===== config.mk =====
export PLATFORM = sky130hd
export DESIGN_NAME = ocv_field_unit
export DESIGN_NICKNAME = d
export VERILOG_FILES = /design/src/ocv_pkg.sv /design/src/ocv_alu_if.sv /design/src/ocv_digit_alu.sv /design/src/ocv_field_unit.sv
export SDC_FILE = /design/constraint.sdc
export NUM_CORES = 1
export LEC_CHECK = 0
export ABC_AREA = 1
export BUFFER_PORTS_ARGS = -buffer_cell sky130_fd_sc_hd__buf_2
export CAP_MARGIN = 20
export CORE_MARGIN = 2
export CORE_UTILIZATION = 60
export DETAILED_ROUTE_END_ITERATION = 7
export PLACE_DENSITY = 0.86
export SYNTH_ARGS = -nofsm -noshare
export SYNTH_HDL_FRONTEND = slang
export SYNTH_SLANG_ARGS = --single-unit

===== constraint.sdc =====
create_clock -name ref_clk -period 6.16 [get_ports ref_clk]
set_input_delay 0.924 -clock ref_clk [delete_from_list [all_inputs] [get_ports ref_clk]]
set_output_delay 0.924 -clock ref_clk [all_outputs]
set_load 0.05 [all_outputs]

===== src/ocv_pkg.sv =====
// Purpose: Shared constants, types and digit helpers for the octal unit
// Assumes: Storage digit is {flag, check, 8, 4, 2, 1}, odd check parity
// Notes:   Register offsets are byte addresses on a 32-bit Wishbone bus
`default_nettype none
package ocv_pkg;
	typedef enum logic [1:0] {
		OCTAL_COMPLEMENT_OP,
		OCTAL_TO_DECIMAL_OP,
		DECIMAL_TO_OCTAL_OP,
		NO_OP
	} ocv_op_t;

	typedef enum logic [4:0] {
		ST_IDLE, ST_WAIT, ST_DONE,
		ST_CPLR, ST_CPLW,
		ST_OCLR, ST_ORDQ, ST_OGOTQ, ST_ORDE, ST_OGOTE, ST_OADD,
		ST_OSCR, ST_OSCG, ST_FLR, ST_FLW,
		ST_DTRY, ST_DRDE, ST_DGOTE, ST_DRDD, ST_DGOTD, ST_DSUB,
		ST_DQW, ST_DNX1, ST_DNX2, ST_DSC1, ST_DSC2
	} ocv_st_t;

	localparam logic [3:0]  REG_CTRL   = 4'h0;
	localparam logic [3:0]  REG_PADDR  = 4'h4;
	localparam logic [3:0]  REG_QADDR  = 4'h8;
	localparam logic [3:0]  REG_STATUS = 4'hC;
	localparam int          CTRL_START = 4;
	localparam int          STAT_BUSY  = 0;
	localparam int          STAT_ZERO  = 1;
	localparam int          STAT_OVF   = 2;
	localparam int          FLAG_BIT   = 5;
	localparam logic [15:0] PROD_LOW   = 16'h0050;
	localparam logic [15:0] PROD_UNITS = 16'h0063;
	localparam logic [3:0]  QUOT_LAST  = 4'h7;
	localparam logic [3:0]  REC_MARK   = 4'hA;
	localparam logic [4:0]  DEC_BASE   = 5'h0A;

	typedef struct packed {
		ocv_st_t     st;
		ocv_st_t     ret;
		ocv_op_t     op;
		logic [15:0] pReg;
		logic [15:0] qReg;
		logic        ack;
		logic [31:0] rdat;
		logic        memReq;
		logic        memWe;
		logic [15:0] memAddr;
		logic [5:0]  memWdata;
		logic [15:0] qa;
		logic [15:0] pa;
		logic [15:0] ta;
		logic [15:0] ea;
		logic [15:0] wa;
		logic [15:0] minAddr;
		logic [3:0]  eDig;
		logic [3:0]  dDig;
		logic [3:0]  cnt;
		logic        dFlag;
		logic        dValid;
		logic        eDone;
		logic        dDone;
		logic        carry;
		logic        commit;
		logic        first;
		logic        qLast;
		logic        zeroAcc;
		logic        zeroInd;
		logic        ovf;
		logic        busy;
	} ocv_core_t;

	localparam ocv_core_t CORE_RESET = '0;

	// Check bit makes the five low bits odd
	function automatic logic [5:0] mkDigit(input logic f,
		input logic [3:0] v);
		return {f, ~^v, v};
	endfunction : mkDigit

	function automatic logic isRecMark(input logic [5:0] d);
		return d[3:0] == REC_MARK;
	endfunction : isRecMark
endpackage : ocv_pkg
`default_nettype wire


===== src/ocv_alu_if.sv =====
// Purpose: Digit adder port between sequencer and decimal adder
// Assumes: Purely combinational path
// Notes:   sub selects subtract; cout is carry or borrow
`default_nettype none
interface ocv_alu_if;
	logic [3:0] a;
	logic [3:0] b;
	logic       cin;
	logic       sub;
	logic [3:0] res;
	logic       cout;
	modport user (output a, b, cin, sub, input res, cout);
	modport alu (input a, b, cin, sub, output res, cout);
endinterface : ocv_alu_if
`default_nettype wire


===== src/ocv_digit_alu.sv =====
// Purpose: One decimal digit add or subtract with carry
// Assumes: Operand digits are 0 to 9
// Notes:   Borrow is reported on cout when subtracting
`default_nettype none
module ocv_digit_alu (
	ocv_alu_if.alu port
);
	logic [4:0] t;

	always_comb begin
		if (port.sub) begin
			t = {1'b0, port.a} - {1'b0, port.b} - {4'h0, port.cin};
		end else begin
			t = {1'b0, port.a} + {1'b0, port.b} + {4'h0, port.cin};
		end
		if (port.sub && t[4]) begin
			port.res = 4'(t + ocv_pkg::DEC_BASE);
			port.cout = 1'b1;
		end else if (!port.sub && t >= ocv_pkg::DEC_BASE) begin
			port.res = 4'(t - ocv_pkg::DEC_BASE);
			port.cout = 1'b1;
		end else begin
			port.res = t[3:0];
			port.cout = 1'b0;
		end
	end
endmodule : ocv_digit_alu
`default_nettype wire


===== src/ocv_field_unit.sv =====
// Purpose: Octal complement and octal/decimal conversion on digit storage
// Assumes: Storage answers a request on the same edge that samples it
// Notes:   One storage request at a time; fields walk digit by digit
// Function
// - Complement inverts 4, 2, 1 bits
// - Stop on source flag, copy flag
// - 8 bit neither inverted nor copied
// - Complemented digits get correct check bit
// - Zero indicator when result has no bits
// - Source untouched, destination fully overwritten
// - First operand is table units address
// - Table may sit anywhere in storage
// - Second operand is octal units, to flag
// - Multiply digits by entries, sum products
// - Result units at 00099, leftmost flagged
// - Clear 00080 to 00099; software clears lower
// - Quotient digits stored at rising addresses
// - Repeated subtraction counts the quotient digit
// - Eighth successful subtraction sets overflow
// - First quotient digit written is flagged
// - Step to lower entry, stop at mark
`default_nettype none
module ocv_field_unit (
	input  wire logic        ref_clk,
	input  wire logic        reset,
	input  wire logic        wb_cyc_i,
	input  wire logic        wb_stb_i,
	input  wire logic        wb_we_i,
	input  wire logic [3:0]  wb_adr_i,
	input  wire logic [3:0]  wb_sel_i,
	input  wire logic [31:0] wb_dat_i,
	output logic      [31:0] wb_dat_o,
	output logic             wb_ack_o,
	output logic             memReq,
	output logic             memWe,
	output logic      [15:0] memAddr,
	output logic      [5:0]  memWdata,
	input  wire logic [5:0]  memRdata,
	output logic             zeroInd,
	output logic             ovfInd,
	output logic             busy
);
	ocv_pkg::ocv_core_t s;
	ocv_pkg::ocv_core_t n;
	ocv_alu_if          alu ();
	logic               addPass;

	ocv_digit_alu u_alu (
		.port (alu.alu)
	);

	// Product digit is consumed straight from storage when adding
	assign addPass = s.st == ocv_pkg::ST_OADD;
	assign alu.a   = addPass ? memRdata[3:0] : s.dDig;
	assign alu.b   = s.eDig;
	assign alu.cin = s.carry;
	assign alu.sub = !addPass;

	function automatic ocv_pkg::ocv_core_t rd(
		input ocv_pkg::ocv_core_t c,
		input logic [15:0]        a,
		input ocv_pkg::ocv_st_t   r);
		c.memReq = 1'b1;
		c.memWe = 1'b0;
		c.memAddr = a;
		c.ret = r;
		c.st = ocv_pkg::ST_WAIT;
		return c;
	endfunction : rd

	function automatic ocv_pkg::ocv_core_t wr(
		input ocv_pkg::ocv_core_t c,
		input logic [15:0]        a,
		input logic [5:0]         d);
		c.memReq = 1'b1;
		c.memWe = 1'b1;
		c.memAddr = a;
		c.memWdata = d;
		return c;
	endfunction : wr

	always_comb begin
		logic       go;
		logic [2:0] inv;
		go = 1'b0;
		inv = ~memRdata[2:0];
		n = s;
		n.memReq = 1'b0;
		n.memWe = 1'b0;
		n.ack = 1'b0;
		// Bus slave answers every access one edge later
		if (wb_cyc_i && wb_stb_i && !s.ack) begin
			n.ack = 1'b1;
			n.rdat = 32'h0000_0000;
			if (wb_we_i) begin
				case (wb_adr_i)
					ocv_pkg::REG_CTRL: begin
						go = wb_sel_i[0] && wb_dat_i[ocv_pkg::CTRL_START];
					end
					ocv_pkg::REG_PADDR: begin
						if (wb_sel_i[0]) n.pReg[7:0] = wb_dat_i[7:0];
						if (wb_sel_i[1]) n.pReg[15:8] = wb_dat_i[15:8];
					end
					ocv_pkg::REG_QADDR: begin
						if (wb_sel_i[0]) n.qReg[7:0] = wb_dat_i[7:0];
						if (wb_sel_i[1]) n.qReg[15:8] = wb_dat_i[15:8];
					end
					ocv_pkg::REG_STATUS: begin
						if (wb_sel_i[0] && wb_dat_i[ocv_pkg::STAT_OVF]) begin
							n.ovf = 1'b0;
						end
					end
					default: begin
					end
				endcase
			end else begin
				case (wb_adr_i)
					ocv_pkg::REG_CTRL: n.rdat[1:0] = s.op;
					ocv_pkg::REG_PADDR: n.rdat[15:0] = s.pReg;
					ocv_pkg::REG_QADDR: n.rdat[15:0] = s.qReg;
					ocv_pkg::REG_STATUS: begin
						n.rdat[ocv_pkg::STAT_BUSY] = s.busy;
						n.rdat[ocv_pkg::STAT_ZERO] = s.zeroInd;
						n.rdat[ocv_pkg::STAT_OVF] = s.ovf;
					end
					default: n.rdat = 32'h0000_0000;
				endcase
			end
		end
		case (s.st)
			ocv_pkg::ST_IDLE: begin
				if (go) begin
					n.op = ocv_pkg::ocv_op_t'(wb_dat_i[1:0]);
					n.busy = 1'b1;
					n.qa = s.qReg;
					n.pa = s.pReg;
					n.commit = 1'b0;
					n.first = 1'b1;
					n.cnt = 4'h0;
					n.zeroAcc = 1'b1;
					case (ocv_pkg::ocv_op_t'(wb_dat_i[1:0]))
						ocv_pkg::OCTAL_COMPLEMENT_OP: n.st = ocv_pkg::ST_CPLR;
						ocv_pkg::OCTAL_TO_DECIMAL_OP: begin
							n.ta = s.pReg;
							n.wa = ocv_pkg::PROD_LOW;
							n.minAddr = ocv_pkg::PROD_UNITS;
							n.st = ocv_pkg::ST_OCLR;
						end
						ocv_pkg::DECIMAL_TO_OCTAL_OP: begin
							n.ta = s.qReg;
							n.st = ocv_pkg::ST_DTRY;
						end
						default: n.busy = 1'b0;
					endcase
				end
			end
			ocv_pkg::ST_WAIT: n.st = s.ret;
			ocv_pkg::ST_DONE: begin
				if (s.op == ocv_pkg::OCTAL_COMPLEMENT_OP) n.zeroInd = s.zeroAcc;
				n.busy = 1'b0;
				n.st = ocv_pkg::ST_IDLE;
			end
			ocv_pkg::ST_CPLR: n = rd(n, s.qa, ocv_pkg::ST_CPLW);
			ocv_pkg::ST_CPLW: begin
				n = wr(n, s.pa, ocv_pkg::mkDigit(memRdata[ocv_pkg::FLAG_BIT],
					{1'b0, inv}));
				if (inv != 3'h0) n.zeroAcc = 1'b0;
				if (memRdata[ocv_pkg::FLAG_BIT]) begin
					n.st = ocv_pkg::ST_DONE;
				end else begin
					n.qa = s.qa - 16'h0001;
					n.pa = s.pa - 16'h0001;
					n.st = ocv_pkg::ST_CPLR;
				end
			end
			ocv_pkg::ST_OCLR: begin
				n = wr(n, s.wa, ocv_pkg::mkDigit(1'b0, 4'h0));
				if (s.wa == ocv_pkg::PROD_UNITS) begin
					n.st = ocv_pkg::ST_ORDQ;
				end else begin
					n.wa = s.wa + 16'h0001;
				end
			end
			ocv_pkg::ST_ORDQ: n = rd(n, s.qa, ocv_pkg::ST_OGOTQ);
			ocv_pkg::ST_OGOTQ: begin
				n.cnt = memRdata[3:0];
				n.qLast = memRdata[ocv_pkg::FLAG_BIT];
				n.ea = s.ta;
				n.wa = ocv_pkg::PROD_UNITS;
				n.carry = 1'b0;
				n.eDone = 1'b0;
				if (memRdata[3:0] == 4'h0) begin
					n.st = ocv_pkg::ST_OSCR;
				end else begin
					n.st = ocv_pkg::ST_ORDE;
				end
			end
			ocv_pkg::ST_ORDE: begin
				if (s.eDone) begin
					n.eDig = 4'h0;
					n = rd(n, s.wa, ocv_pkg::ST_OADD);
				end else begin
					n = rd(n, s.ea, ocv_pkg::ST_OGOTE);
				end
			end
			ocv_pkg::ST_OGOTE: begin
				n.eDig = memRdata[3:0];
				n.eDone = memRdata[ocv_pkg::FLAG_BIT];
				n = rd(n, s.wa, ocv_pkg::ST_OADD);
			end
			ocv_pkg::ST_OADD: begin
				n = wr(n, s.wa, ocv_pkg::mkDigit(1'b0, alu.res));
				if (alu.res != 4'h0 && s.wa < s.minAddr) n.minAddr = s.wa;
				n.carry = alu.cout;
				if (s.eDone && !alu.cout) begin
					n.cnt = s.cnt - 4'h1;
					n.ea = s.ta;
					n.wa = ocv_pkg::PROD_UNITS;
					n.carry = 1'b0;
					n.eDone = 1'b0;
					if (s.cnt == 4'h1) begin
						n.st = ocv_pkg::ST_OSCR;
					end else begin
						n.st = ocv_pkg::ST_ORDE;
					end
				end else begin
					n.wa = s.wa - 16'h0001;
					n.ea = s.ea - 16'h0001;
					n.st = ocv_pkg::ST_ORDE;
				end
			end
			ocv_pkg::ST_OSCR: n = rd(n, s.ea, ocv_pkg::ST_OSCG);
			ocv_pkg::ST_OSCG: begin
				// next entry lies left of flag
				if (memRdata[ocv_pkg::FLAG_BIT]) begin
					n.ta = s.ea - 16'h0001;
					if (s.qLast) begin
						n.st = ocv_pkg::ST_FLR;
					end else begin
						n.qa = s.qa - 16'h0001;
						n.st = ocv_pkg::ST_ORDQ;
					end
				end else begin
					n.ea = s.ea - 16'h0001;
					n.st = ocv_pkg::ST_OSCR;
				end
			end
			ocv_pkg::ST_FLR: n = rd(n, s.minAddr, ocv_pkg::ST_FLW);
			ocv_pkg::ST_FLW: begin
				n = wr(n, s.minAddr, ocv_pkg::mkDigit(1'b1, memRdata[3:0]));
				n.st = ocv_pkg::ST_DONE;
			end
			ocv_pkg::ST_DTRY: begin
				n.ea = s.ta;
				n.wa = ocv_pkg::PROD_UNITS;
				n.carry = 1'b0;
				n.eDone = 1'b0;
				n.dDone = 1'b0;
				n.st = ocv_pkg::ST_DRDE;
			end
			ocv_pkg::ST_DRDE: begin
				if (s.eDone) begin
					n.eDig = 4'h0;
					n.st = ocv_pkg::ST_DRDD;
				end else begin
					n = rd(n, s.ea, ocv_pkg::ST_DGOTE);
				end
			end
			ocv_pkg::ST_DGOTE: begin
				n.eDig = memRdata[3:0];
				n.eDone = memRdata[ocv_pkg::FLAG_BIT];
				n.st = ocv_pkg::ST_DRDD;
			end
			ocv_pkg::ST_DRDD: begin
				if (s.dDone) begin
					n.dDig = 4'h0;
					n.dValid = 1'b0;
					n.st = ocv_pkg::ST_DSUB;
				end else begin
					n = rd(n, s.wa, ocv_pkg::ST_DGOTD);
				end
			end
			ocv_pkg::ST_DGOTD: begin
				n.dDig = memRdata[3:0];
				n.dFlag = memRdata[ocv_pkg::FLAG_BIT];
				n.dDone = memRdata[ocv_pkg::FLAG_BIT];
				n.dValid = 1'b1;
				n.st = ocv_pkg::ST_DSUB;
			end
			ocv_pkg::ST_DSUB: begin
				if (s.commit && s.dValid) begin
					n = wr(n, s.wa, ocv_pkg::mkDigit(s.dFlag, alu.res));
				end
				n.carry = alu.cout;
				if (s.eDone && s.dDone) begin
					if (!s.commit) begin
						if (alu.cout) begin
							n.st = ocv_pkg::ST_DQW;
						end else begin
							n.commit = 1'b1;
							n.st = ocv_pkg::ST_DTRY;
						end
					end else begin
						n.commit = 1'b0;
						n.cnt = s.cnt + 4'h1;
						if (s.cnt == ocv_pkg::QUOT_LAST) begin
							n.ovf = 1'b1;
							n.st = ocv_pkg::ST_DQW;
						end else begin
							n.st = ocv_pkg::ST_DTRY;
						end
					end
				end else begin
					n.ea = s.ea - 16'h0001;
					n.wa = s.wa - 16'h0001;
					n.st = ocv_pkg::ST_DRDE;
				end
			end
			ocv_pkg::ST_DQW: begin
				n = wr(n, s.pa, ocv_pkg::mkDigit(s.first, {1'b0, s.cnt[2:0]}));
				n.st = ocv_pkg::ST_DNX1;
			end
			ocv_pkg::ST_DNX1: begin
				n = rd(n, s.ta + 16'h0001, ocv_pkg::ST_DNX2);
			end
			ocv_pkg::ST_DNX2: begin
				if (ocv_pkg::isRecMark(memRdata)) begin
					n.st = ocv_pkg::ST_DONE;
				end else begin
					n.ea = s.ta + 16'h0001;
					n.st = ocv_pkg::ST_DSC1;
				end
			end
			ocv_pkg::ST_DSC1: begin
				n = rd(n, s.ea + 16'h0001, ocv_pkg::ST_DSC2);
			end
			ocv_pkg::ST_DSC2: begin
				if (memRdata[ocv_pkg::FLAG_BIT] || ocv_pkg::isRecMark(memRdata)) begin
					n.ta = s.ea;
					n.pa = s.pa + 16'h0001;
					n.first = 1'b0;
					n.cnt = 4'h0;
					n.commit = 1'b0;
					n.st = ocv_pkg::ST_DTRY;
				end else begin
					n.ea = s.ea + 16'h0001;
					n.st = ocv_pkg::ST_DSC1;
				end
			end
			default: n.st = ocv_pkg::ST_IDLE;
		endcase
	end

	always_ff @(posedge ref_clk) begin
		if (reset) begin
			s <= ocv_pkg::CORE_RESET;
		end else begin
			s <= n;
		end
	end

	assign wb_dat_o = s.rdat;
	assign wb_ack_o = s.ack;
	assign memReq   = s.memReq;
	assign memWe    = s.memWe;
	assign memAddr  = s.memAddr;
	assign memWdata = s.memWdata;
	assign zeroInd  = s.zeroInd;
	assign ovfInd   = s.ovf;
	assign busy     = s.busy;
endmodule : ocv_field_unit
`default_nettype wire


==> out/results.ini, run 1 <==
[status]
status = finished with violations
violations = design-rule violations

[timing]
rsz0062_at_grt = no
fmax_mhz = 193.7
period_share_pct = 83.83
slew_headroom_pct = 24.47
setup_viol = 0
setup_tns_ns = 0
post-route-min-period_ns = 5.164
fin_skew_ns = 0.01639
slew_violations = 0
fin_ws_ns = 0.9963
hold_viol = 0
worstMarginPinSlew_ns = 1.104

[logic_synthesis]
synth_area_leaders = dfxtp_1, nand2_1, a21oi_1
yosysTopAreaCellShare_pct = 28.65
syn_area_per_cell_um2 = 6.625
synth_edf_count = 0
synth_cells = 2162
ys_types = 59
synth_ff_type = dfxtp_1
ys_ff_latch = 205
async_reset_ff_share_pct = 0
ys_warn_count = 0
synth.largest_area_cell = dfxtp_1
yosysSeqAreaShare_pct = 28.65
syn_area_mm2 = 0.01432

[layout]
finalInstanceArea_mm2 = 0.01540
final_common_cell = nand2_1
drive_gt1_share_pct = 8.780
antenna_cells = 0
instances_no_fill = 2483
fin_nets = 2260
layout_common_cells = nand2_1, inv_1, a21oi_1
area_delta_synth_final_pct = 7.530
n_fill_cell = 2137

[global_routing]
grt_pass1_vias = 13950
grt_use_total_pct = 37.56
grt_overflow = 0
grt_antenna_before_repair = 0
grt_pass1_wl_um = 74240
grt_max_degree = 106

[cts]
cts.clk_slew.worst_paths_ns = 0.06
numCtsBuffers = 24
max-clock-path-buffers = 3
post-cts-setup-buffer-count = 0
cts_hold_buffers = 0
clock_sinks = 205
htree_levels = 1
insertion_delay_ns = 0.54
cts_tree = yes
cts-root-buf = clkbuf_16
cts_resized = 0

[floorplan]
initial_utilization_pct = 61.02
io_pins = 111
die_x_um = 158.5
row_count = 56
die_y_um = 158.5
core_mm2 = 0.02347
dieArea_mm2 = 0.02512

[min_path]
holdCritPathClass = reg2reg
hp-start = wb_dat_o[12]

[placement]
dp.cells = 2436
place_area_mm2 = 0.01445
dpl.hpwl_um = 35050
portBuffers = 75
place_congestion = 1.050
pre_cts_ws_ns = 0.7362

[pwr]
power_mw = 3.182
leakagePower_nw = 6.335
ir_worst_vdd_uv = 246.1
power.density_mw_per_mm2 = 206.6

[setup_path]
cp_top_family = simple AND/OR/NAND/NOR gates
cpPeakStageDelay_ns = 0.48
crit_type = reg2reg
critPathLaunchType = flop
crit_buf_inv = 5
setup.worst_path.start = s[217]
critPathMaxFanout = 17
arrival_ns = 5.62
critPathRequiredTime_ns = 6.62
end_kind = flop
r2r-start = s[217]
critPathSlowestCell = fa_1

[routing]
totalWireLength_um = 47750
avgRoutedWirePerCell_um = 19.23
drt-initial-drc-count = 2124
routed_via_density = 6.278
drtAntennaViolNets = 0
vias = 15590
dr.pass1.iters = 8
drc = 3

[run]
drv_cap = 0

kinds of logic (layout without fill, tap and decap cells):
logic type,Yosys count,in the layout,share of synthesized area [%]
XOR/XNOR,68,68,4.158
other,1,16,0.02618
buffers and inverters,407,394,12.38
adder cells (fa/ha/maj),63,63,5.766
AO/OA/AOI/OAI,588,588,24.28
flip-flops,205,205,28.65
AND/OR/NAND/NOR,830,830,24.74
Yosys cell counts, types with 25 or more instances:
library cell  instances
ha_1                 58
nand2_1             427
nor2_1              191
buf_4                57
a21oi_1             218
o22ai_1              38
nor3_1               41
clkbuf_1             66
o221ai_1             25
dfxtp_1             205
xor2_1               60
nand4_1              25
inv_1               233
o21ai_0             169
nand3_1              97
per-stage QoR:
step                      hold slack (ns)  util, %
after CTS                          0.4642    65.45
after floorplan                    0.4373        -
after global placement             0.4500    61.55
after global routing               0.4808    65.61
final                              0.4606    65.61
after detailed placement           0.4546    61.55
flip-flops by register name, indices dropped and copies added, names as in the netlist, named ones only:
register / flops
memWe: 1
busy: 1
alu.cin: 1
memWdata: 6
memReq: 1
wb_dat_o: 16
s: 155
zeroInd: 1
ovfInd: 1
memAddr: 16
alu.b: 4
wb_ack_o: 1
final timing paths:
path | end | slack (ns) | cells past startpoint
setup reg to reg | s[34] | 1.0 | 29
hold reg to reg | wb_dat_o[12] | 0.46 | 2
setup / recovery | s[34] | 1.0 | 29
hold / removal | wb_dat_o[12] | 0.46 | 2
worst register-to-register path, delay by kind of cell, from the launching register on:
kind            cells  cell delay (ns)
compound gates      7             0.83
xor+xnor            1             0.20
fa+ha+maj           4             1.32
buf+inv             5             0.65
flops               1             0.45
simple gates       12             1.63
layer usage:
metal | part of all wire [%] | wire [um] | vias to the layer above | track usage (%)
met1 | 40 | 19210 | 7228 | 51.21
met3 | 12 | 5776 | 167 | 7.921
met2 | 44 | 20820 | 974 | 58.51
li1 | - | - | 7220 | -
met4 | 4.1 | 1945 | 0 | 14.11
met5 | 0 | 0 | - | 0
final cells by class:
class	count	area (um^2)	share of cell area, %
Tap cell	319	399.1	2.592
Timing Repair Buffer	89	499.2	3.242
Multi-Input combinational cell	1565	8502	55.20
Clock inverter	16	270.3	1.755
Clock buffer	28	645.6	4.192
Sequential cell	205	4104	26.65
Inverter	261	980.9	6.369
power by group:
part           internal (mW)  total [mW]  switching, mW
Combinational         0.0572       0.199          0.142
Clock                   1.01        1.64          0.632
Sequential              1.33        1.34        0.00673
(Power assumes the default switching activity.)
==> run 2, diff against run 1 <==
==> constraint.sdc (replaced) <==
create_clock -name ref_clk -period 4.8 [get_ports ref_clk]
set_input_delay 0.72 -clock ref_clk [delete_from_list [all_inputs] [get_ports ref_clk]]
set_output_delay 0.72 -clock ref_clk [all_outputs]
set_load 0.05 [all_outputs]
==> out/results.ini, run 2 (synthesized netlist as in run 1, its figures left out) <==
[layout]
fin_nets = 2278
multi_input_area_mm2 = 0.008529
largest_register_ffs = 155
antenna_cells = 0
final_common_cell = nand2_1
layout_common_cells = nand2_1, inv_1, a21oi_1
n_fill_cell = 2129
ff_latch_area_mm2 = 0.004104
drive_gt1_share_pct = 9.670
area_delta_synth_final_pct = 7.985
max_flop_register = s

[setup_path]
critPathSlowestCell = fa_1
r2r-start = s[217]
arrival_ns = 4.83
critPathLaunchType = flop
cpPeakStageDelay_ns = 0.44
end_kind = flop
critPathRequiredTime_ns = 5.22
setup.worst_path.start = s[217]
critPathMaxFanout = 9
crit_type = reg2reg

[cts]
cts_tree = yes
cts.clk_slew.worst_paths_ns = 0.06
insertion_delay_ns = 0.55
clock_sinks = 205
htree_levels = 1
max-clock-path-buffers = 3
cts_hold_buffers = 0
numCtsBuffers = 24
cts-root-buf = clkbuf_16

[floorplan]
dieArea_mm2 = 0.02512
row_count = 56
io_pins = 111
die_y_um = 158.5
initial_utilization_pct = 61.02
core_mm2 = 0.02347
die_x_um = 158.5

[routing]
drc = 0
dr_wl_met3_um = 4697
routed_via_density = 6.169
vias = 15430
drtAntennaViolNets = 0
avgRoutedWirePerCell_um = 19.38
dr.pass1.iters = 5
highest_layer = met5
wl_met2_um = 21610
drt-initial-drc-count = 1862
met1Wirelength_um = 20360
totalWireLength_um = 48480

[global_routing]
grt_antenna_before_repair = 1
grt_overflow = 0
grt_use_total_pct = 37.74
grt_pass1_vias = 13960
grt_pass1_wl_um = 74500
grt_max_degree = 110

[status]
status = completed

[pwr]
clkPwrFrac_pct = 49.0
power.density_mw_per_mm2 = 251.1
swShare_pct = 25.24
leakagePower_nw = 6.379
p_switching_mw = 0.9801
combPwrFrac_pct = 6.7
seqPwrFrac_pct = 44.3
p_int_mw = 2.903
ir_worst_vdd_uv = 278.9
power_mw = 3.883

[placement]
portBuffers = 75
dpl.hpwl_um = 36020
place_congestion = 1.049
pre_cts_ws_ns = -0.05573

[timing]
hold_viol = 0
slew_violations = 0
worstMarginPinSlew_ns = 1.110
fmax_mhz = 226.7
setup_viol = 0
fin_skew_ns = 0.02363
slew_headroom_pct = 25.98
period_share_pct = 91.91
post-route-min-period_ns = 4.411
fin_ws_ns = 0.3885

[run]
drv_cap = 0

[min_path]
holdCritPathClass = reg2reg
hp-start = s[19]

## run 2: changes by cell type in the layout (fill, tap and decap cells not counted), moves of 2 or more
cell       previous run  this run
clkinv_2              3         7
clkbuf_1              1         4
bufinv_16             6         3
buf_4                13        29
inv_4                 0         2
## run 2: worst paths after layout
kind                end  slack, ns  depth (start not counted)
setup / recovery  s[34]       0.39                         31
hold / removal    s[19]       0.46                          2
setup reg to reg  s[34]       0.39                         31
hold reg to reg   s[19]       0.46                          2
## run 2: metal layers
metal | up-vias | track usage (%)
met2 | 842 | 60.68
li1 | 7258 | -
met1 | 7187 | 50.47
met4 | 2 | 13.17
met3 | 139 | 7.648
met5 | - | 0
## run 2: layout make-up
type                    count  share of cell area, %
flip-flops and latches    205                  26.54
repair buffers            107                  4.118
clock buffers              30                  4.158
multi-input cells        1565                  55.15
well taps                 319                  2.581
clock inverters            14                  1.084
inverters                 261                  6.375
## run 2: power groups by stage
stage	Clock, mW	Sequential [mW]	Combinational [mW]
after global routing	1.96	1.72	0.284
after CTS	1.90	1.72	0.253
after detailed placement	0	1.76	0.251
after global placement	0	1.76	0.247
final	1.90	1.72	0.260
after floorplan	0	1.76	0.192
## run 2: through the flow
stage | cells | TNS, ns | hold slack [ns] | util [%] | instance area, um^2
after global routing | 2501 | -0.03585 | 0.4803 | 65.89 | 15470
after floorplan | 2177 | 0 | 0.4373 | - | 14380
after global placement | 2453 | 0 | 0.4477 | 62.09 | 14570
final | 2501 | 0 | 0.4609 | 65.89 | 15470
after detailed placement | 2453 | -0.5999 | 0.4534 | 62.09 | 14570
after CTS | 2497 | 0 | 0.4622 | 65.57 | 15390
## run 2: repair_timing
| action | 4_1_cts | 5_1_grt |
|---|---|---|
| setup buffers | 0 | 1 |
| pin swaps | 0 | 1 |
| setup endpoints to repair | 2 | 16 |
| resized for setup | 1 | 11 |
## run 2: worst max-delay path, delay by kind of cell (launching register included)
family	cells	cell delay (ns)
AND/OR/NAND/NOR	12	1.25
adder cells (fa/ha/maj)	4	1.07
AO/OA/AOI/OAI	8	0.91
buffers and inverters	6	0.56
flip-flops	1	0.35
XOR/XNOR	1	0.15
